[src/common/mtrc_pkg.sv]
// Constants for the transmit request and configuration block
package mtrc_pkg;
  // Register offsets (12-bit register address space)
  localparam logic [11:0] OFS_TX_EVENT_IRQ_ENABLE = 12'h106;
  localparam logic [11:0] OFS_BUFFER_IRQ_ENABLE = 12'h10A;
  localparam logic [11:0] OFS_LINE_CONTROL = 12'h112;
  localparam logic [11:0] OFS_COLLISION_COUNTER = 12'h132;
  localparam logic [11:0] OFS_BUS_STATUS = 12'h138;
  localparam logic [11:0] OFS_TRANSMIT_COMMAND = 12'h144;
  localparam logic [11:0] OFS_TRANSMIT_FRAME_LENGTH = 12'h146;
  // Transmit event interrupt enable bits
  localparam int CARRIER_LOSS_IRQ_EN = 6;
  localparam int SIGNAL_QUALITY_ERR_IRQ_EN = 7;
  localparam int TX_SUCCESS_IRQ_EN = 8;
  localparam int LATE_COLLISION_IRQ_EN = 9;
  localparam int BABBLE_IRQ_EN = 10;
  localparam int ANY_COLLISION_IRQ_EN = 11;
  localparam int MAX_ATTEMPTS_IRQ_EN = 15;
  // Buffer interrupt enable bits
  localparam int TX_SPACE_IRQ_EN = 8;
  localparam int TX_STARVE_IRQ_EN = 9;
  localparam int COLLISION_COUNT_WRAP_IRQ_EN = 12;
  // Line control bits
  localparam int SERIAL_TX_EN = 7;
  localparam int ATTACHMENT_PORT_ONLY = 8;
  localparam int AUTO_PORT_SELECT = 9;
  localparam int ALT_BACKOFF_EN = 11;
  // Transmit command fields
  localparam int START_SEL_LSB = 6;
  localparam int FORCE_DISCARD = 8;
  localparam int SINGLE_ATTEMPT = 9;
  localparam int FCS_SUPPRESS = 12;
  localparam int PAD_DISABLE = 13;
  // Bus status bits
  localparam int TX_REQUEST_ERROR = 7;
  localparam int TX_SPACE_READY_NOW = 8;
  // Writable masks and reset values
  localparam logic [15:0] TX_EVENT_IRQ_MASK = 16'h8FC0;
  localparam logic [15:0] BUFFER_IRQ_MASK = 16'h1300;
  localparam logic [15:0] LINE_CONTROL_MASK = 16'h2B80;
  localparam logic [15:0] TRANSMIT_COMMAND_MASK = 16'h33C0;
  localparam logic [15:0] REG_RESET = 16'h0000;
  // Start thresholds in bytes
  localparam logic [10:0] START_AFTER_5 = 11'd5;
  localparam logic [10:0] START_AFTER_381 = 11'd381;
  localparam logic [10:0] START_AFTER_1021 = 11'd1021;
  // Frame length limits in bytes and the attempt limit
  localparam logic [10:0] PAD_TARGET = 11'd60;
  localparam logic [10:0] FCS_BYTES = 11'd4;
  localparam logic [10:0] MIN_SENDABLE = 11'd3;
  localparam logic [10:0] MAX_FRAME = 11'd1514;
  localparam logic [4:0] MAX_ATTEMPTS = 5'd16;
  // Request sequence states
  typedef enum logic [2:0] {
    MTRC_IDLE, MTRC_CMD_DONE, MTRC_LEN_DONE, MTRC_WAIT_SPACE, MTRC_FILL
  } mtrc_req_e;
endpackage

[src/hw/mtrc_core.sv]
// Transmit request sequencing, transmit command and transmit interrupt enables
`timescale 1ns/1ns
// Behaviour
// Enable register writes act on the very next event, even mid-frame.
// Enable bit 6 interrupts on carrier loss after preamble, attachment port only.
// Enable bit 7 interrupts on every signal quality error.
// Enable bit 8 interrupts on each successful transmission.
// Enable bit 9 interrupts on a late collision.
// Enable bit A interrupts on a babble condition.
// Enable bit B interrupts on any collision.
// Enable bit F interrupts after sixteen attempts on one frame.
// Buffer enable bit 8 interrupts when requested transmit space frees.
// Buffer enable bit 9 interrupts on transmit underrun.
// Buffer enable bit C interrupts on collision counter wrap.
// Host clears serial transmit enable before changing port selection bits.
// Host writes the command and a full request before every frame.
// Short frames pad to 64 with FCS, or 60 without FCS counted.
// FCS suppressed with padding on: lengths below 60 go out as runts.
// Both set: below 64 goes out as runt; below 3 never sent.
// Request order: command write, length write, then bus status read.
// Transmit command reads back its last written value.
// Command bits 7:6 pick preamble start after 5, 381, 1021 or all bytes.
// Command bit 8 discards all frame data held in the transmit buffer.
// Command bit 9 stops retries after a collision.
// Command bit C omits the 32-bit frame check value.
// Invalid length discards the command and sets request error bit 7.
// Ready-now bit 8 sets once buffer space covers the requested length.
// Bytes written for the frame are counted against the start threshold.
module mtrc_core (
  input wire logic mclk,
  input wire logic arst_n,
  input wire logic [11:0] reg_addr,
  input wire logic [15:0] reg_wdata,
  input wire logic reg_wr,
  input wire logic reg_rd,
  output logic [15:0] reg_rdata,
  input wire logic data_wr,
  input wire logic [10:0] buf_free_bytes,
  input wire logic aui_active,
  input wire logic ev_carrier_loss,
  input wire logic ev_sqe,
  input wire logic ev_tx_ok,
  input wire logic ev_late_collision,
  input wire logic ev_babble,
  input wire logic ev_collision,
  input wire logic ev_underrun,
  output logic tx_irq,
  output logic tx_start,
  output logic [10:0] tx_wire_len,
  output logic tx_fcs_append,
  output logic tx_retry_stop,
  output logic tx_discard,
  output logic serial_tx_en,
  output logic [1:0] port_select,
  output logic alt_backoff
);
  logic [15:0] tx_event_irq_enable_q, tx_event_irq_enable_d;
  logic [15:0] buffer_irq_enable_q, buffer_irq_enable_d;
  logic [15:0] line_control_q, line_control_d;
  logic [15:0] transmit_command_q, transmit_command_d;
  logic [15:0] pend_cmd_q, pend_cmd_d;
  logic [10:0] req_len_q, req_len_d;
  logic [10:0] byte_cnt_q, byte_cnt_d;
  logic [10:0] wire_len_q, wire_len_d;
  logic [9:0] collision_counter_q, collision_counter_d;
  logic [4:0] attempts_q, attempts_d;
  logic req_err_q, req_err_d;
  logic ready_now_q, ready_now_d;
  logic start_q, start_d;
  logic fcs_q, fcs_d;
  logic stop_q, stop_d;
  logic discard_q, discard_d;
  logic irq_q, irq_d;
  logic [15:0] rdata_q, rdata_d;
  mtrc_pkg::mtrc_req_e state_q, state_d;

  // Register address decode, shared by writes and reads
  function automatic logic hit(input logic [11:0] a, input logic [11:0] ofs);
    hit = (a == ofs);
  endfunction

  // Bytes on the wire for a length under the given FCS choice; the pad bit is not an input
  function automatic logic [10:0] wire_bytes(input logic [10:0] len,
                                             input logic fcs_off);
    logic [10:0] body;
    body = (len < mtrc_pkg::PAD_TARGET) ? mtrc_pkg::PAD_TARGET : len;
    if (fcs_off) begin
      wire_bytes = len; // Runts go out unpadded
    end else begin
      wire_bytes = body + mtrc_pkg::FCS_BYTES; // 60 body plus FCS is 64
    end
  endfunction

  // Length check: zero, oversize, or below three with both bits set
  function automatic logic bad_len(input logic [10:0] len, input logic [15:0] cmd);
    bad_len = (len == 11'h000) || (len > mtrc_pkg::MAX_FRAME) ||
              (cmd[mtrc_pkg::FCS_SUPPRESS] && cmd[mtrc_pkg::PAD_DISABLE] &&
               (len < mtrc_pkg::MIN_SENDABLE));
  endfunction

  logic wr_cmd, wr_len, rd_stat, frame_end, col_wrap, space_ok, thr_hit;
  logic [10:0] thr;
  logic [15:0] cmd_w;

  // Per-frame start threshold and shared decode terms
  always_comb begin
    wr_cmd = reg_wr && hit(reg_addr, mtrc_pkg::OFS_TRANSMIT_COMMAND);
    wr_len = reg_wr && hit(reg_addr, mtrc_pkg::OFS_TRANSMIT_FRAME_LENGTH);
    rd_stat = reg_rd && hit(reg_addr, mtrc_pkg::OFS_BUS_STATUS);
    cmd_w = reg_wdata & mtrc_pkg::TRANSMIT_COMMAND_MASK;
    space_ok = (buf_free_bytes >= req_len_q);
    col_wrap = ev_collision && (collision_counter_q == 10'h3FF);
    unique case (transmit_command_q[mtrc_pkg::START_SEL_LSB +: 2])
      2'b00: thr = mtrc_pkg::START_AFTER_5;
      2'b01: thr = mtrc_pkg::START_AFTER_381;
      2'b10: thr = mtrc_pkg::START_AFTER_1021;
      2'b11: thr = req_len_q;
    endcase
    thr_hit = (byte_cnt_q >= thr) || (byte_cnt_q >= req_len_q);
    frame_end = ev_tx_ok || ev_late_collision || ev_babble || ev_underrun ||
                stop_q;
  end

  // Registers, request sequence, frame fill and events
  always_comb begin
    tx_event_irq_enable_d = tx_event_irq_enable_q;
    buffer_irq_enable_d = buffer_irq_enable_q;
    line_control_d = line_control_q;
    transmit_command_d = transmit_command_q;
    pend_cmd_d = pend_cmd_q;
    req_len_d = req_len_q;
    byte_cnt_d = byte_cnt_q;
    wire_len_d = wire_len_q;
    collision_counter_d = collision_counter_q;
    attempts_d = attempts_q;
    req_err_d = req_err_q;
    ready_now_d = ready_now_q;
    start_d = start_q;
    fcs_d = fcs_q;
    stop_d = 1'b0;
    discard_d = 1'b0;
    state_d = state_q;
    rdata_d = 16'h0000;
    // Configuration writes land at once and gate the next event
    if (reg_wr && hit(reg_addr, mtrc_pkg::OFS_TX_EVENT_IRQ_ENABLE)) begin
      tx_event_irq_enable_d = reg_wdata & mtrc_pkg::TX_EVENT_IRQ_MASK;
    end
    if (reg_wr && hit(reg_addr, mtrc_pkg::OFS_BUFFER_IRQ_ENABLE)) begin
      buffer_irq_enable_d = reg_wdata & mtrc_pkg::BUFFER_IRQ_MASK;
    end
    if (reg_wr && hit(reg_addr, mtrc_pkg::OFS_LINE_CONTROL)) begin
      line_control_d = reg_wdata & mtrc_pkg::LINE_CONTROL_MASK;
    end
    // Status read clears the request error; a new error in the same cycle wins
    if (rd_stat) begin
      req_err_d = 1'b0;
    end
    // Collision counter free-runs and wraps
    if (ev_collision) begin
      collision_counter_d = collision_counter_q + 10'h001;
    end
    // Request sequence
    unique case (state_q)
      mtrc_pkg::MTRC_IDLE: begin
        if (wr_cmd) begin
          pend_cmd_d = cmd_w;
          state_d = mtrc_pkg::MTRC_CMD_DONE;
        end
      end
      mtrc_pkg::MTRC_CMD_DONE: begin
        if (wr_cmd) begin
          pend_cmd_d = cmd_w;
        end else if (wr_len) begin
          req_len_d = reg_wdata[10:0];
          if (bad_len(reg_wdata[10:0], pend_cmd_q) || (reg_wdata[15:11] != 5'h00))
          begin
            req_err_d = 1'b1; // Command dropped
            state_d = mtrc_pkg::MTRC_IDLE;
          end else begin
            transmit_command_d = pend_cmd_q;
            state_d = mtrc_pkg::MTRC_LEN_DONE;
          end
        end
      end
      mtrc_pkg::MTRC_LEN_DONE: begin
        if (wr_cmd) begin
          pend_cmd_d = cmd_w;
          state_d = mtrc_pkg::MTRC_CMD_DONE;
        end else if (rd_stat) begin
          fcs_d = ~transmit_command_q[mtrc_pkg::FCS_SUPPRESS];
          wire_len_d = wire_bytes(req_len_q, transmit_command_q[mtrc_pkg::FCS_SUPPRESS]);
          byte_cnt_d = 11'h000;
          attempts_d = 5'h00;
          state_d = space_ok ? mtrc_pkg::MTRC_FILL : mtrc_pkg::MTRC_WAIT_SPACE;
        end
      end
      mtrc_pkg::MTRC_WAIT_SPACE: begin
        if (space_ok) begin
          state_d = mtrc_pkg::MTRC_FILL;
        end
      end
      mtrc_pkg::MTRC_FILL: begin
        if (data_wr && (byte_cnt_q < req_len_q)) begin
          byte_cnt_d = byte_cnt_q + 11'h001;
        end
        if (thr_hit) begin
          start_d = 1'b1;
        end
        if (ev_collision && start_q) begin
          attempts_d = attempts_q + 5'h01;
          // Give up after one try or on the sixteenth
          if (transmit_command_q[mtrc_pkg::SINGLE_ATTEMPT] ||
              (attempts_q + 5'h01 == mtrc_pkg::MAX_ATTEMPTS)) begin
            stop_d = 1'b1;
          end
        end
        if (frame_end) begin
          start_d = 1'b0;
          ready_now_d = 1'b0;
          state_d = mtrc_pkg::MTRC_IDLE;
        end
      end
      default: state_d = mtrc_pkg::MTRC_IDLE;
    endcase
    // Ready-now follows space for a committed request
    if ((state_d == mtrc_pkg::MTRC_FILL) && (state_q != mtrc_pkg::MTRC_FILL)) begin
      ready_now_d = 1'b1;
    end
    // Forced discard flushes buffered frame data and any pending frame
    if (wr_cmd && cmd_w[mtrc_pkg::FORCE_DISCARD]) begin
      discard_d = 1'b1;
      start_d = 1'b0;
      ready_now_d = 1'b0;
      byte_cnt_d = 11'h000;
      pend_cmd_d = cmd_w;
      state_d = mtrc_pkg::MTRC_CMD_DONE;
    end
    // Any command write is held for read-back
    if (wr_cmd) begin
      transmit_command_d = cmd_w;
    end
    // Read data stands in the cycle after the strobe
    if (reg_rd) begin
      if (hit(reg_addr, mtrc_pkg::OFS_TX_EVENT_IRQ_ENABLE)) begin
        rdata_d = tx_event_irq_enable_q;
      end else if (hit(reg_addr, mtrc_pkg::OFS_BUFFER_IRQ_ENABLE)) begin
        rdata_d = buffer_irq_enable_q;
      end else if (hit(reg_addr, mtrc_pkg::OFS_LINE_CONTROL)) begin
        rdata_d = line_control_q;
      end else if (hit(reg_addr, mtrc_pkg::OFS_COLLISION_COUNTER)) begin
        rdata_d = {6'h00, collision_counter_q};
      end else if (rd_stat) begin
        rdata_d[mtrc_pkg::TX_REQUEST_ERROR] = req_err_q;
        rdata_d[mtrc_pkg::TX_SPACE_READY_NOW] = ready_now_q;
      end else if (hit(reg_addr, mtrc_pkg::OFS_TRANSMIT_COMMAND)) begin
        rdata_d = transmit_command_q;
      end
    end
  end

  // Enabled events merge into one interrupt request pulse, live enables
  always_comb begin
    irq_d = 1'b0;
    if (tx_event_irq_enable_q[mtrc_pkg::CARRIER_LOSS_IRQ_EN] && ev_carrier_loss &&
        aui_active) begin
      irq_d = 1'b1;
    end
    if (tx_event_irq_enable_q[mtrc_pkg::SIGNAL_QUALITY_ERR_IRQ_EN] && ev_sqe) begin
      irq_d = 1'b1;
    end
    if (tx_event_irq_enable_q[mtrc_pkg::TX_SUCCESS_IRQ_EN] && ev_tx_ok) begin
      irq_d = 1'b1;
    end
    if (tx_event_irq_enable_q[mtrc_pkg::LATE_COLLISION_IRQ_EN] && ev_late_collision)
    begin
      irq_d = 1'b1;
    end
    if (tx_event_irq_enable_q[mtrc_pkg::BABBLE_IRQ_EN] && ev_babble) begin
      irq_d = 1'b1;
    end
    if (tx_event_irq_enable_q[mtrc_pkg::ANY_COLLISION_IRQ_EN] && ev_collision) begin
      irq_d = 1'b1;
    end
    if (tx_event_irq_enable_q[mtrc_pkg::MAX_ATTEMPTS_IRQ_EN] && ev_collision &&
        start_q && (attempts_q + 5'h01 == mtrc_pkg::MAX_ATTEMPTS)) begin
      irq_d = 1'b1;
    end
    if (buffer_irq_enable_q[mtrc_pkg::TX_SPACE_IRQ_EN] &&
        (state_q == mtrc_pkg::MTRC_WAIT_SPACE) && space_ok) begin
      irq_d = 1'b1;
    end
    if (buffer_irq_enable_q[mtrc_pkg::TX_STARVE_IRQ_EN] && ev_underrun) begin
      irq_d = 1'b1;
    end
    if (buffer_irq_enable_q[mtrc_pkg::COLLISION_COUNT_WRAP_IRQ_EN] && col_wrap) begin
      irq_d = 1'b1;
    end
  end

  // State registers
  always_ff @(posedge mclk or negedge arst_n) begin
    if (!arst_n) begin
      tx_event_irq_enable_q <= mtrc_pkg::REG_RESET;
      buffer_irq_enable_q <= mtrc_pkg::REG_RESET;
      line_control_q <= mtrc_pkg::REG_RESET;
      transmit_command_q <= mtrc_pkg::REG_RESET;
      pend_cmd_q <= mtrc_pkg::REG_RESET;
      req_len_q <= 11'h000;
      byte_cnt_q <= 11'h000;
      wire_len_q <= 11'h000;
      collision_counter_q <= 10'h000;
      attempts_q <= 5'h00;
      req_err_q <= 1'b0;
      ready_now_q <= 1'b0;
      start_q <= 1'b0;
      fcs_q <= 1'b0;
      stop_q <= 1'b0;
      discard_q <= 1'b0;
      irq_q <= 1'b0;
      rdata_q <= 16'h0000;
      state_q <= mtrc_pkg::MTRC_IDLE;
    end else begin
      tx_event_irq_enable_q <= tx_event_irq_enable_d;
      buffer_irq_enable_q <= buffer_irq_enable_d;
      line_control_q <= line_control_d;
      transmit_command_q <= transmit_command_d;
      pend_cmd_q <= pend_cmd_d;
      req_len_q <= req_len_d;
      byte_cnt_q <= byte_cnt_d;
      wire_len_q <= wire_len_d;
      collision_counter_q <= collision_counter_d;
      attempts_q <= attempts_d;
      req_err_q <= req_err_d;
      ready_now_q <= ready_now_d;
      start_q <= start_d;
      fcs_q <= fcs_d;
      stop_q <= stop_d;
      discard_q <= discard_d;
      irq_q <= irq_d;
      rdata_q <= rdata_d;
      state_q <= state_d;
    end
  end

  // Outputs straight from flip-flops
  assign reg_rdata = rdata_q;
  assign tx_irq = irq_q;
  assign tx_start = start_q;
  assign tx_wire_len = wire_len_q;
  assign tx_fcs_append = fcs_q;
  assign tx_retry_stop = stop_q;
  assign tx_discard = discard_q;
  assign serial_tx_en = line_control_q[mtrc_pkg::SERIAL_TX_EN];
  assign port_select = {line_control_q[mtrc_pkg::AUTO_PORT_SELECT],
                        line_control_q[mtrc_pkg::ATTACHMENT_PORT_ONLY]};
  assign alt_backoff = line_control_q[mtrc_pkg::ALT_BACKOFF_EN];
endmodule

[config.mk]
export PLATFORM = sky130hd
export DESIGN_NAME = mtrc_core
export DESIGN_NICKNAME = d
export VERILOG_FILES = /design/src/common/mtrc_pkg.sv /design/src/hw/mtrc_core.sv
export SDC_FILE = /design/constraint.sdc
export NUM_CORES = 1
export LEC_CHECK = 0
export BUFFER_PORTS_ARGS = -buffer_cell sky130_fd_sc_hd__buf_2
export CORE_MARGIN = 5
export CORE_UTILIZATION = 45
export DETAILED_ROUTE_END_ITERATION = 8
export PLACE_DENSITY = 0.66
export RECOVER_POWER = 25
export SETUP_SLACK_MARGIN = 0.02
export SLEW_MARGIN = 5
export SYNTH_ARGS = -nofsm -noshare
export SYNTH_HDL_FRONTEND = slang
export SYNTH_SLANG_ARGS = --single-unit
[constraint.sdc]
create_clock -name mclk -period 3.65 [get_ports mclk]
set_input_delay 0.73 -clock mclk [delete_from_list [all_inputs] [get_ports mclk]]
set_output_delay 0.73 -clock mclk [all_outputs]
set_load 0.02 [all_outputs]
==> tab_implementation.tex, run 1 <==
\begin{tabular}{lr}
\hline
Metric & Value \\
\hline
\multicolumn{2}{l}{\textbf{Status}} \\
\quad Run status & finished, final reports clean \\
\multicolumn{2}{l}{\textbf{Worst setup path}} \\
\quad Maximum fanout count along the critical path & 7 \\
\quad Endpoint kind of the worst setup timing path & flop \\
\quad Class of the most critical setup path & input port to flop \\
\quad Worst path required time & 3.86 ns \\
\quad Cell depth of the worst flop-to-flop path & 9 \\
\quad Element type at the critical path start & input port \\
\quad Crit path DAT & 3.24 ns \\
\multicolumn{2}{l}{\textbf{Pwr}} \\
\quad Static leakage & 3.18 nW \\
\quad Total power density per cell area & 363 nW/um\^{}2 \\
\quad Peak supply drop & 0.279 mV \\
\multicolumn{2}{l}{\textbf{Timing}} \\
\quad Worst rel slew slack & 5.22\% \\
\quad Setup repair after global routing missed its margin & false \\
\quad Slew at the pin closest to its max-slew limit & 1.42 ns \\
\quad Final worst hold slack & 0.482 ns \\
\quad Hold Violations, Final & 0 \\
\quad Smallest setup slack after layout & 0.611 ns \\
\quad Worst Skew & 0.00950 ns \\
\quad Number of slew-limit violations in the final report & 0 \\
\quad Final period demand of the worst path & 3.04 ns \\
\quad Setup-violating endpoint count in the final report & 0 \\
\quad Total negative slack & 0 ns \\
\quad Ratio of final minimum period to clock period & 83.3\% \\
\quad Highest achievable clock rate & 329 MHz \\
\multicolumn{2}{l}{\textbf{CTS}} \\
\quad Hold buffers post-CTS & 0 \\
\quad CTS root buf & clkbuf\_16 \\
\quad Number of buffers inserted by post-CTS setup repair & 0 \\
\quad Clock transition at the registers of the reported paths & 0.07 ns \\
\quad H-tree lvl count & 3 \\
\quad Number of sinks on the clock net & 100 \\
\quad Clock tree from TritonCTS & built \\
\quad Max Root-Sink Buffers & 2 \\
\quad Post\_cts resized & 0 \\
\quad Worst-Skew Late Latency & 0.34 ns \\
\quad Cts bufs inserted & 9 \\
\multicolumn{2}{l}{\textbf{Synth}} \\
\quad Synth unique cells & 56 \\
\quad Fraction of registers with async set or reset after synthesis & 100\% \\
\quad Post-synth EDFFs & 0 \\
\quad Sequential cell area fraction in the yosys report & 44.9\% \\
\quad Main area contributors after synthesis & dfrtp\_1 45\%, ha\_1 8.3\%, mux2\_2 6.9\%, o21ai\_0 3.6\%, nand2\_1 3.4\% \\
\quad Number of instances in the synthesized netlist & 558 \\
\quad Post-Syn Area & 5570 um\^{}2 \\
\quad Avg Cell Area, Syn & 9.98 um\^{}2 \\
\quad Proportion of netlist area held by the largest area contributor & 44.9\% \\
\quad Synthesis-stage register bit count & 100 \\
\quad Main synth FF type & dfrtp\_1 \\
\quad Total of warnings raised by yosys & 0 \\
\quad Cell taking the most area after synthesis & dfrtp\_1 \\
\quad Post-Syn Nets & 647 \\
\multicolumn{2}{l}{\textbf{Floorplan}} \\
\quad CORE AREA & 12,100 um\^{}2 \\
\quad Number of top-level pins & 88 \\
\quad Num rows & 40 \\
\quad Die footprint & 14,700 um\^{}2 \\
\quad Die width & 121 um \\
\quad Die Y & 121 um \\
\quad Effective utilization at floorplan & 46.2\% \\
\multicolumn{2}{l}{\textbf{Worst hold path}} \\
\quad Worst hold path class & flop to flop \\
\quad Number of stages on the worst hold path & 2 \\
\multicolumn{2}{l}{\textbf{Global route}} \\
\quad Largest net degree at the start of global routing & 57 \\
\quad Wire length of the first global-routing pass & 23.5 mm \\
\quad Global-route usage over all layers & 19.9\% \\
\quad Remaining Overflow, GRT & 0 \\
\quad Antenna violations before repair & 0 \\
\quad Via count of the first global-routing pass & 4,699 \\
\multicolumn{2}{l}{\textbf{Drt}} \\
\quad Number of iterations in the first detailed-routing pass & 7 \\
\quad Starting DRC count in detailed routing & 302 \\
\quad Detailed Route WL & 14.3 mm \\
\quad Post-DR vias/cell & 5.63 \\
\quad Residual DRC & 0 \\
\quad Count of antenna-violating nets left after detailed routing & 0 \\
\quad Drt wl/cell & 17.3 um \\
\quad Total number of vias & 4,648 \\
\multicolumn{2}{l}{\textbf{Placement}} \\
\quad Dpl ws & 0.262 ns \\
\quad Port-buffer cells & 86 \\
\quad Cell count after placement & 809 \\
\quad GPL Wtd Cong & 0.946 \\
\quad Half-perimeter wire length after placement & 11.0 mm \\
\multicolumn{2}{l}{\textbf{Final layout}} \\
\quad Count of inserted antenna diode cells & 0 \\
\quad Number of filler instances in the final layout & 1,085 \\
\quad Total Nets Final & 741 \\
\quad Syn-to-layout area delta & 17.8\% \\
\quad Final cell count without fillers & 825 \\
\quad Fraction of final layout cells sized beyond drive strength 1 & 23.6\% \\
\multicolumn{2}{l}{\textbf{Job}} \\
\quad Max-capacitance violation count & 0 \\
\hline
\end{tabular}
==> placed cells by master (no fill, tap or decap), types with 7 or more instances in the layout <==
| master | instances |
|---|---|
| and2_1 | 13 |
| xnor2_1 | 9 |
| and3_1 | 9 |
| nor3_1 | 10 |
| nand3_1 | 22 |
| mux2_2 | 34 |
| dfrtp_1 | 100 |
| clkbuf_16 | 9 |
| nand4_1 | 12 |
| buf_2 | 84 |
| nor2b_1 | 7 |
| a21oi_1 | 24 |
| mux2i_1 | 8 |
| inv_1 | 25 |
| o21ai_0 | 40 |
| nor2_1 | 32 |
| nand2b_1 | 8 |
| buf_4 | 10 |
| xor2_1 | 11 |
| nand2_1 | 50 |
| ha_1 | 37 |
==> cells by family (layout without fill, tap and decap cells) <==
| group | Yosys count | count (layout) | share of synthesized area [%] |
|---|---|---|---|
| AND/OR/NAND/NOR | 199 | 199 | 19.1 |
| other | 1 | 1 | 0.0674 |
| multiplexers | 42 | 42 | 8.31 |
| AO/OA/AOI/OAI | 120 | 120 | 13.2 |
| flip-flops | 100 | 100 | 44.9 |
| XOR/XNOR | 20 | 20 | 3.15 |
| buffers and inverters | 39 | 138 | 2.88 |
| adder cells (fa/ha/maj) | 37 | 37 | 8.31 |
==> sequential cells by signal, indices dropped and copies added (netlist names), 3 cells and up <==
name,count
tx_wire_len,11
buffer_irq_enable_q,3
byte_cnt_q,11
state_q,3
reg_rdata,15
transmit_command_q,6
attempts_q,5
req_len_q,11
collision_counter_q,10
line_control_q,5
tx_event_irq_enable_q,7
pend_cmd_q,6
==> synthesized netlist by cell type, types with 3 or more instances <==
cell / number
o21ai_1: 6
a21oi_1: 24
mux2_2: 34
a21o_1: 5
o22ai_1: 4
or2_2: 4
and3_1: 9
inv_1: 25
clkbuf_1: 9
xor2_1: 11
o21ai_0: 40
or3_1: 3
or4_1: 6
nor3_1: 10
dfrtp_1: 100
and2_1: 13
nor4_1: 6
buf_4: 3
nand3_1: 22
a222oi_1: 3
o21a_1: 3
nand4_1: 12
nand2b_1: 8
xnor2_1: 9
a21boi_0: 3
ha_1: 37
nor2_1: 32
o31ai_1: 6
a211oi_1: 4
nor2b_1: 7
a31oi_1: 4
mux2i_1: 8
a22oi_1: 6
nand2_1: 50
nand3b_1: 4
==> routing by layer <==
metal	global-route usage, %	vias up	part of all wire [%]
met5	0	-	0
met4	6.58	0	2.5
met3	2.75	26	5.6
met2	32.7	180	48
met1	27.1	2226	44
li1	-	2216	-
==> power by group <==
part           switching (mW)  internal, mW  total [mW]  leakage (nW)
sequential             0.0512          1.15        1.20          1.37
clock                   0.456         0.551        1.01         0.154
combinational          0.0964        0.0769       0.173          1.65
==> final timing paths <==
kind	slack, ns	start	end
setup reg to reg	0.94	req_len_q[8]	byte_cnt_q[10]
setup / recovery	0.61	reg_addr[5]	transmit_command_q[8]
hold / removal	0.48	tx_wire_len[9]	tx_wire_len[9]
max in group asynchronous	2.03	arst_n	reg_rdata[9]
min in group asynchronous	0.73	arst_n	byte_cnt_q[10]
hold reg to reg	0.48	tx_wire_len[9]	tx_wire_len[9]
==> per-stage QoR <==
step | power (mW) | cell area (um^2) | utilization [%]
2_1_floorplan | 1.30 | 5570 | -
3_3_place_gp | 1.39 | 6250 | 51.8
3_5_place_dp | 1.40 | 6250 | 51.8
4_1_cts | 2.39 | 6560 | 54.4
5_1_grt | 2.47 | 6560 | 54.4
6_report | 2.38 | 6560 | 54.4
==> layout make-up <==
cell class	count	area, um^2	area share [%]
Tap cell	168	210	3.20
Clock inverter	7	92.6	1.41
Inverter	25	93.8	1.43
Clock buffer	9	225	3.43
Timing Repair Buffer	97	524	7.99
Sequential cell	100	2500	38.1
Multi-Input combinational cell	419	2910	44.4
==> worst max-delay path, stage by stage <==
cell	delay, ns
buf_2	0.13
or4b_4	0.55
or4b_1	0.57
or4_1	0.50
nor4_4	0.29
buf_4	0.21
mux2i_1	0.19
o21ai_1	0.07
Note: power is estimated with default switching activity, not from simulation.
==> run 2, diff against run 1 <==
Settings changed: PLACE_DENSITY 0.66 to 0.68.
Clock period 3.65 ns to 2.5 ns, I/O delays scaled along.
==> run 2 against run 1 <==
Net effect: non-clock buffer count grew 44; die area unchanged; global-route usage is 0.81 points higher; utilization is 2.9 points higher; critical path depth unchanged; worst setup slack lost 0.61 ns; clock skew up 0.0015 ns; via count increased by 3.5%; clock power increased by 30%; register-to-register slack lost 0.79 ns; count of clock-buffer cells in the layout grew 2; critical path type unchanged; largest cell class unchanged; largest power group unchanged.
==> tab_implementation.tex, run 2 (synthesized netlist as in run 1, its figures left out) <==
\begin{tabular}{lr}
\hline
Metric & Value \\
\hline
\multicolumn{2}{l}{\textbf{Pwr}} \\
\quad Peak supply drop & 0.384 mV \\
\quad Total power density per cell area & 482 nW/um\^{}2 \\
\quad Static leakage & 3.40 nW \\
\multicolumn{2}{l}{\textbf{Floorplan}} \\
\quad Number of top-level pins & 88 \\
\quad Die Y & 121 um \\
\quad Die footprint & 14,700 um\^{}2 \\
\quad Die width & 121 um \\
\quad Effective utilization at floorplan & 46.2\% \\
\quad Num rows & 40 \\
\quad CORE AREA & 12,100 um\^{}2 \\
\multicolumn{2}{l}{\textbf{Placement}} \\
\quad Cell area after placement & 6570 um\^{}2 \\
\quad GPL Wtd Cong & 0.955 \\
\quad Half-perimeter wire length after placement & 11.4 mm \\
\quad Port-buffer cells & 86 \\
\multicolumn{2}{l}{\textbf{Worst setup path}} \\
\quad Worst path required time & 2.75 ns \\
\quad Element type at the critical path start & input port \\
\quad Reg-to-Reg End & tx\_wire\_len[10] \\
\quad Crit path DAT & 2.75 ns \\
\quad Worst setup path startpoint & reg\_addr[5] \\
\quad Reg-to-reg startpoint & req\_len\_q[8] \\
\quad Cell depth of the worst flop-to-flop path & 8 \\
\quad Maximum fanout count along the critical path & 7 \\
\quad Class of the most critical setup path & input port to flop \\
\quad Endpoint kind of the worst setup timing path & flop \\
\quad Worst setup endpoint & transmit\_command\_q[8] \\
\quad Worst setup slack for register-to-register paths & 0.15 ns \\
\multicolumn{2}{l}{\textbf{Timing}} \\
\quad Setup repair after global routing missed its margin & true \\
\quad Number of slew-limit violations in the final report & 0 \\
\quad Highest achievable clock rate & 400 MHz \\
\quad Slew at the pin closest to its max-slew limit & 1.34 ns \\
\quad Worst rel slew slack & 10.7\% \\
\quad Final worst hold slack & 0.396 ns \\
\quad Hold Violations, Final & 0 \\
\quad Final period demand of the worst path & 2.50 ns \\
\quad Setup-violating endpoint count in the final report & 0 \\
\quad Ratio of final minimum period to clock period & 100\% \\
\quad Worst Skew & 0.0110 ns \\
\multicolumn{2}{l}{\textbf{Final layout}} \\
\quad Most common library cell in the layout ignoring fill and taps & dfrtp\_1 \\
\quad Final cell area excluding filler cells & 6910 um\^{}2 \\
\quad Max reg flops & 15 \\
\quad Count of inserted antenna diode cells & 0 \\
\quad Syn-to-layout area delta & 24.0\% \\
\quad Total Nets Final & 785 \\
\quad Fraction of final layout cells sized beyond drive strength 1 & 29.4\% \\
\quad Most used cells in the layout excluding fill and tap cells & 99 x dfrtp\_1, 84 x buf\_2, 52 x buf\_4 \\
\multicolumn{2}{l}{\textbf{Drt}} \\
\quad Detailed Route WL & 14.5 mm \\
\quad Drt wl/cell & 16.8 um \\
\quad Residual DRC & 0 \\
\quad Post-DR vias/cell & 5.54 \\
\quad Count of antenna-violating nets left after detailed routing & 0 \\
\quad Starting DRC count in detailed routing & 209 \\
\quad Number of iterations in the first detailed-routing pass & 7 \\
\quad Total number of vias & 4,813 \\
\multicolumn{2}{l}{\textbf{CTS}} \\
\quad Number of sinks on the clock net & 100 \\
\quad CTS root buf & clkbuf\_16 \\
\quad H-tree lvl count & 3 \\
\quad Worst-Skew Late Latency & 0.36 ns \\
\quad Clock transition at the registers of the reported paths & 0.07 ns \\
\quad Max Root-Sink Buffers & 2 \\
\quad Cts bufs inserted & 9 \\
\quad Clock tree from TritonCTS & built \\
\multicolumn{2}{l}{\textbf{Worst hold path}} \\
\quad Worst hold path class & input port to flop \\
\multicolumn{2}{l}{\textbf{Global route}} \\
\quad Via count of the first global-routing pass & 4,898 \\
\quad Largest net degree at the start of global routing & 55 \\
\quad Global-route usage over all layers & 20.7\% \\
\quad Wire length of the first global-routing pass & 24.0 mm \\
\quad Remaining Overflow, GRT & 0 \\
\quad Antenna violations before repair & 0 \\
\multicolumn{2}{l}{\textbf{Status}} \\
\quad Run status & finished, final reports clean \\
\multicolumn{2}{l}{\textbf{Job}} \\
\quad Max-capacitance violation count & 0 \\
\hline
\end{tabular}
-- run 2: cell count changes in the layout (fill, tap and decap cells not counted), sizes merged --
| cell | previous run | this run |
|---|---|---|
| buf | 95 | 139 |
| clkbuf | 11 | 12 |
| clkinvlp | 1 | 0 |
| dlymetal6s2s | 0 | 1 |
| bufinv | 1 | 0 |
| inv | 28 | 27 |
-- run 2: report_power, final --
part           total (mW)  leakage (nW)  switching [mW]  internal, mW
sequential           1.75          1.37          0.0756          1.68
combinational       0.270          1.90           0.144         0.126
clock                1.31         0.136           0.602         0.704
total                3.33          3.40           0.822          2.51
-- run 2: how the worst min path moves through the flow --
stage	start	to	depth (start not counted)
after floorplan	arst_n	attempts_q[0]	0
after global placement	tx_wire_len[8]	tx_wire_len[8]	2
after detailed placement	tx_wire_len[5]	tx_wire_len[5]	2
after CTS	arst_n	byte_cnt_q[6]	1
after global routing	reg_wdata[15]	tx_event_irq_enable_q[15]	2
final	reg_wdata[15]	tx_event_irq_enable_q[15]	2
-- run 2: per-stage QoR --
step	utilization [%]	total power, mW	cells	setup slack, ns	TNS [ns]
2_1_floorplan	-	1.89	558	-0.391	-4.56
3_3_place_gp	54.5	2.04	850	-0.442	-7.42
3_5_place_dp	54.5	2.05	850	-0.489	-8.22
4_1_cts	57.0	3.37	867	0.0187	0
5_1_grt	57.3	3.48	868	-0.0618	-0.244
6_report	57.3	3.33	868	0.00120	0
-- run 2: timing repair --
| item | CTS | global route |
|---|---|---|
| buffers inserted | 2 | 1 |
| hold buffers | 0 | 0 |
| resized for setup | 5 | 10 |
| endpoints found under the setup margin | 8 | 15 |
| cloned | 0 | 0 |
| pin swaps | 1 | 2 |
-- run 2: cell type report --
class                   instances  area [um^2]
clock inverters                 4         31.3
clock buffers                  11          243
fillers                      1047         5150
repair buffers                141          871
flip-flops and latches        100         2500
well taps                     168          210
inverters                      25         93.8
multi-input cells             419         2950
-- run 2: critical path: stages --
cell and delay, ns:
buf_6 0.09, or4b_4 0.53, or4b_4 0.56, or4_4 0.46, nor4_4 0.16, buf_6 0.18
mux2i_1 0.20, o21ai_1 0.07
-- run 2: metal layers --
| metal | GRT usage, % | vias to the layer above | part of all wire (%) |
|---|---|---|---|
| li1 | - | 2315 | - |
| met1 | 26.7 | 2309 | 43 |
| met2 | 33.7 | 155 | 48 |
| met3 | 4.01 | 34 | 5.5 |
| met4 | 9.24 | 0 | 2.7 |
| met5 | 0 | - | 0 |
==> run 3, diff against run 2 <==
Settings changed: CORE_UTILIZATION 45 to 50, PLACE_DENSITY 0.68 to 0.75.
==> run 3 against run 2 <==
Net effect: flip-flop and latch count unchanged; global-route usage increased by 2.7 points; cell count decreased by 2.6%; clock skew increased by 0.00099 ns; clock power decreased by 21%; sequential share of layout area increased by 0.47 points; count of clock-buffer cells in the layout increased by 1.
==> tab_implementation.tex, run 3 (synthesized netlist as in run 1, its figures left out) <==
\begin{tabular}{lr}
\hline
Metric & Value \\
\hline
\multicolumn{2}{l}{\textbf{Status}} \\
\quad Run status & finished, final reports clean \\
\multicolumn{2}{l}{\textbf{Worst setup path}} \\
\quad Cell depth of the worst flop-to-flop path & 8 \\
\quad Critical Path Slowest Stage Cell & or4b\_4 \\
\quad Reg-to-reg startpoint & req\_len\_q[8] \\
\quad Class of the most critical setup path & input port to flop \\
\quad Worst path required time & 2.78 ns \\
\quad Crit path DAT & 2.74 ns \\
\quad Element type at the critical path start & input port \\
\quad Reg-to-Reg End & tx\_wire\_len[10] \\
\quad Maximum fanout count along the critical path & 7 \\
\quad Critical path's largest stage delay & 0.54 ns \\
\quad Endpoint kind of the worst setup timing path & flop \\
\quad CP cell instances & buf\_6 -> or4b\_4 -> or4b\_4 -> or4\_4 -> nor4\_4 -> buf\_6 -> mux2i\_1 -> o21ai\_1 \\
\quad Worst setup slack for register-to-register paths & 0.11 ns \\
\multicolumn{2}{l}{\textbf{Final layout}} \\
\quad Reg area & 2500 um\^{}2 \\
\quad Most common library cell in the layout ignoring fill and taps & dfrtp\_1 \\
\quad Max reg flops & 15 \\
\quad Syn-to-layout area delta & 22.4\% \\
\quad Final cell area excluding filler cells & 6820 um\^{}2 \\
\quad Fraction of final layout cells sized beyond drive strength 1 & 30.6\% \\
\quad Number of filler instances in the final layout & 906 \\
\quad Most used cells in the layout excluding fill and tap cells & 99 x dfrtp\_1, 83 x buf\_2, 57 x buf\_4 \\
\quad Area taken by multi-input logic gates & 2970 um\^{}2 \\
\quad Total Nets Final & 789 \\
\quad Count of inserted antenna diode cells & 0 \\
\multicolumn{2}{l}{\textbf{Placement}} \\
\quad Cell area after placement & 6550 um\^{}2 \\
\quad GPL Wtd Cong & 0.930 \\
\quad Half-perimeter wire length after placement & 11.7 mm \\
\quad Port-buffer cells & 86 \\
\multicolumn{2}{l}{\textbf{Pwr}} \\
\quad Peak supply drop & 0.448 mV \\
\quad Sum of internal, switching and leakage power & 3.05 mW \\
\quad Static leakage & 3.37 nW \\
\quad Total power density per cell area & 447 nW/um\^{}2 \\
\multicolumn{2}{l}{\textbf{Drt}} \\
\quad Starting DRC count in detailed routing & 249 \\
\quad Post-DR vias/cell & 5.69 \\
\quad Residual DRC & 0 \\
\quad Drt wl/cell & 17.7 um \\
\quad Detailed Route WL & 15.0 mm \\
\quad Total number of vias & 4,810 \\
\quad Count of antenna-violating nets left after detailed routing & 0 \\
\quad Number of iterations in the first detailed-routing pass & 4 \\
\multicolumn{2}{l}{\textbf{Floorplan}} \\
\quad Die footprint & 13,300 um\^{}2 \\
\quad Die width & 116 um \\
\quad Die Y & 116 um \\
\quad Effective utilization at floorplan & 51.1\% \\
\quad Num rows & 38 \\
\quad CORE AREA & 10,900 um\^{}2 \\
\quad Number of top-level pins & 88 \\
\multicolumn{2}{l}{\textbf{Timing}} \\
\quad Slew at the pin closest to its max-slew limit & 1.11 ns \\
\quad Final period demand of the worst path & 2.45 ns \\
\quad Setup repair after global routing missed its margin & true \\
\quad Hold Violations, Final & 0 \\
\quad Highest achievable clock rate & 407 MHz \\
\quad Final worst hold slack & 0.311 ns \\
\quad Setup-violating endpoint count in the final report & 0 \\
\quad Worst rel slew slack & 26.3\% \\
\quad Number of slew-limit violations in the final report & 0 \\
\quad Worst Skew & 0.0120 ns \\
\quad Ratio of final minimum period to clock period & 98.2\% \\
\multicolumn{2}{l}{\textbf{Global route}} \\
\quad Antenna violations before repair & 0 \\
\quad Wire length of the first global-routing pass & 24.4 mm \\
\quad Largest net degree at the start of global routing & 44 \\
\quad Remaining Overflow, GRT & 0 \\
\quad Via count of the first global-routing pass & 4,900 \\
\quad Global-route usage over all layers & 23.3\% \\
\multicolumn{2}{l}{\textbf{CTS}} \\
\quad Clock tree from TritonCTS & built \\
\quad Number of sinks on the clock net & 100 \\
\quad Worst-Skew Late Latency & 0.39 ns \\
\quad H-tree lvl count & 3 \\
\quad CTS root buf & clkbuf\_8 \\
\quad Max Root-Sink Buffers & 2 \\
\quad Cts bufs inserted & 9 \\
\quad Clock transition at the registers of the reported paths & 0.10 ns \\
\multicolumn{2}{l}{\textbf{Worst hold path}} \\
\quad Worst hold path class & input port to asynchronous set/reset pin \\
\multicolumn{2}{l}{\textbf{Job}} \\
\quad Max-capacitance violation count & 0 \\
\hline
\end{tabular}
==> run 3: routing by layer <==
metal  vias up  global-route usage (%)  wire length, um
li1       2311                       -                -
met1      2329                    30.8             6660
met2       139                    38.5             7210
met3        31                    4.33              770
met4         0                    8.53              342
met5         -                       0                0
==> run 3: worst max-delay path: cells and delay by family <==
family / cells / cell delay, ns
compound gates: 1 / 0.08
simple gates: 4 / 1.68
buf+inv: 2 / 0.26
mux: 1 / 0.21
==> run 3: how the worst max path moves through the flow <==
stage	to	depth (start not counted)	from
final	transmit_command_q[6]	8	reg_addr[5]
after global routing	transmit_command_q[6]	8	reg_addr[5]
after CTS	byte_cnt_q[6]	9	req_len_q[8]
after detailed placement	transmit_command_q[6]	8	reg_addr[5]
after global placement	transmit_command_q[12]	8	reg_addr[5]
after floorplan	transmit_command_q[6]	7	reg_addr[5]
==> run 3: power breakdown <==
group	internal [mW]	total, mW	switching (mW)
clock	0.423	1.03	0.602
combinational	0.124	0.271	0.146
sequential	1.67	1.75	0.0752
total	2.22	3.05	0.823
==> run 3: area by class of cell <==
class / count / share of cell area, %
clock buffers: 12 / 2.28
inverters: 25 / 1.38
flip-flops and latches: 100 / 36.7
well taps: 140 / 2.57
repair buffers: 145 / 13.0
multi-input cells: 419 / 43.6
clock inverters: 4 / 0.459
==> run 3: timing repair <==
action,4_1_cts,5_1_grt
pin swaps,0,4
gates resized for setup,5,13
setup buffers,1,2
cloned,0,0
setup endpoints to repair,10,10
hold buffers,0,0
==> run 3: per-stage QoR <==
stage,util (%),setup TNS [ns],std cells,setup WS [ns]
after global routing,62.6,-0.0318,845,-0.0110
after global placement,60.2,-7.02,826,-0.430
after detailed placement,60.2,-7.73,826,-0.486
final,62.6,0,845,0.0455
after CTS,62.1,0,843,0.0245
after floorplan,-,-4.56,558,-0.391
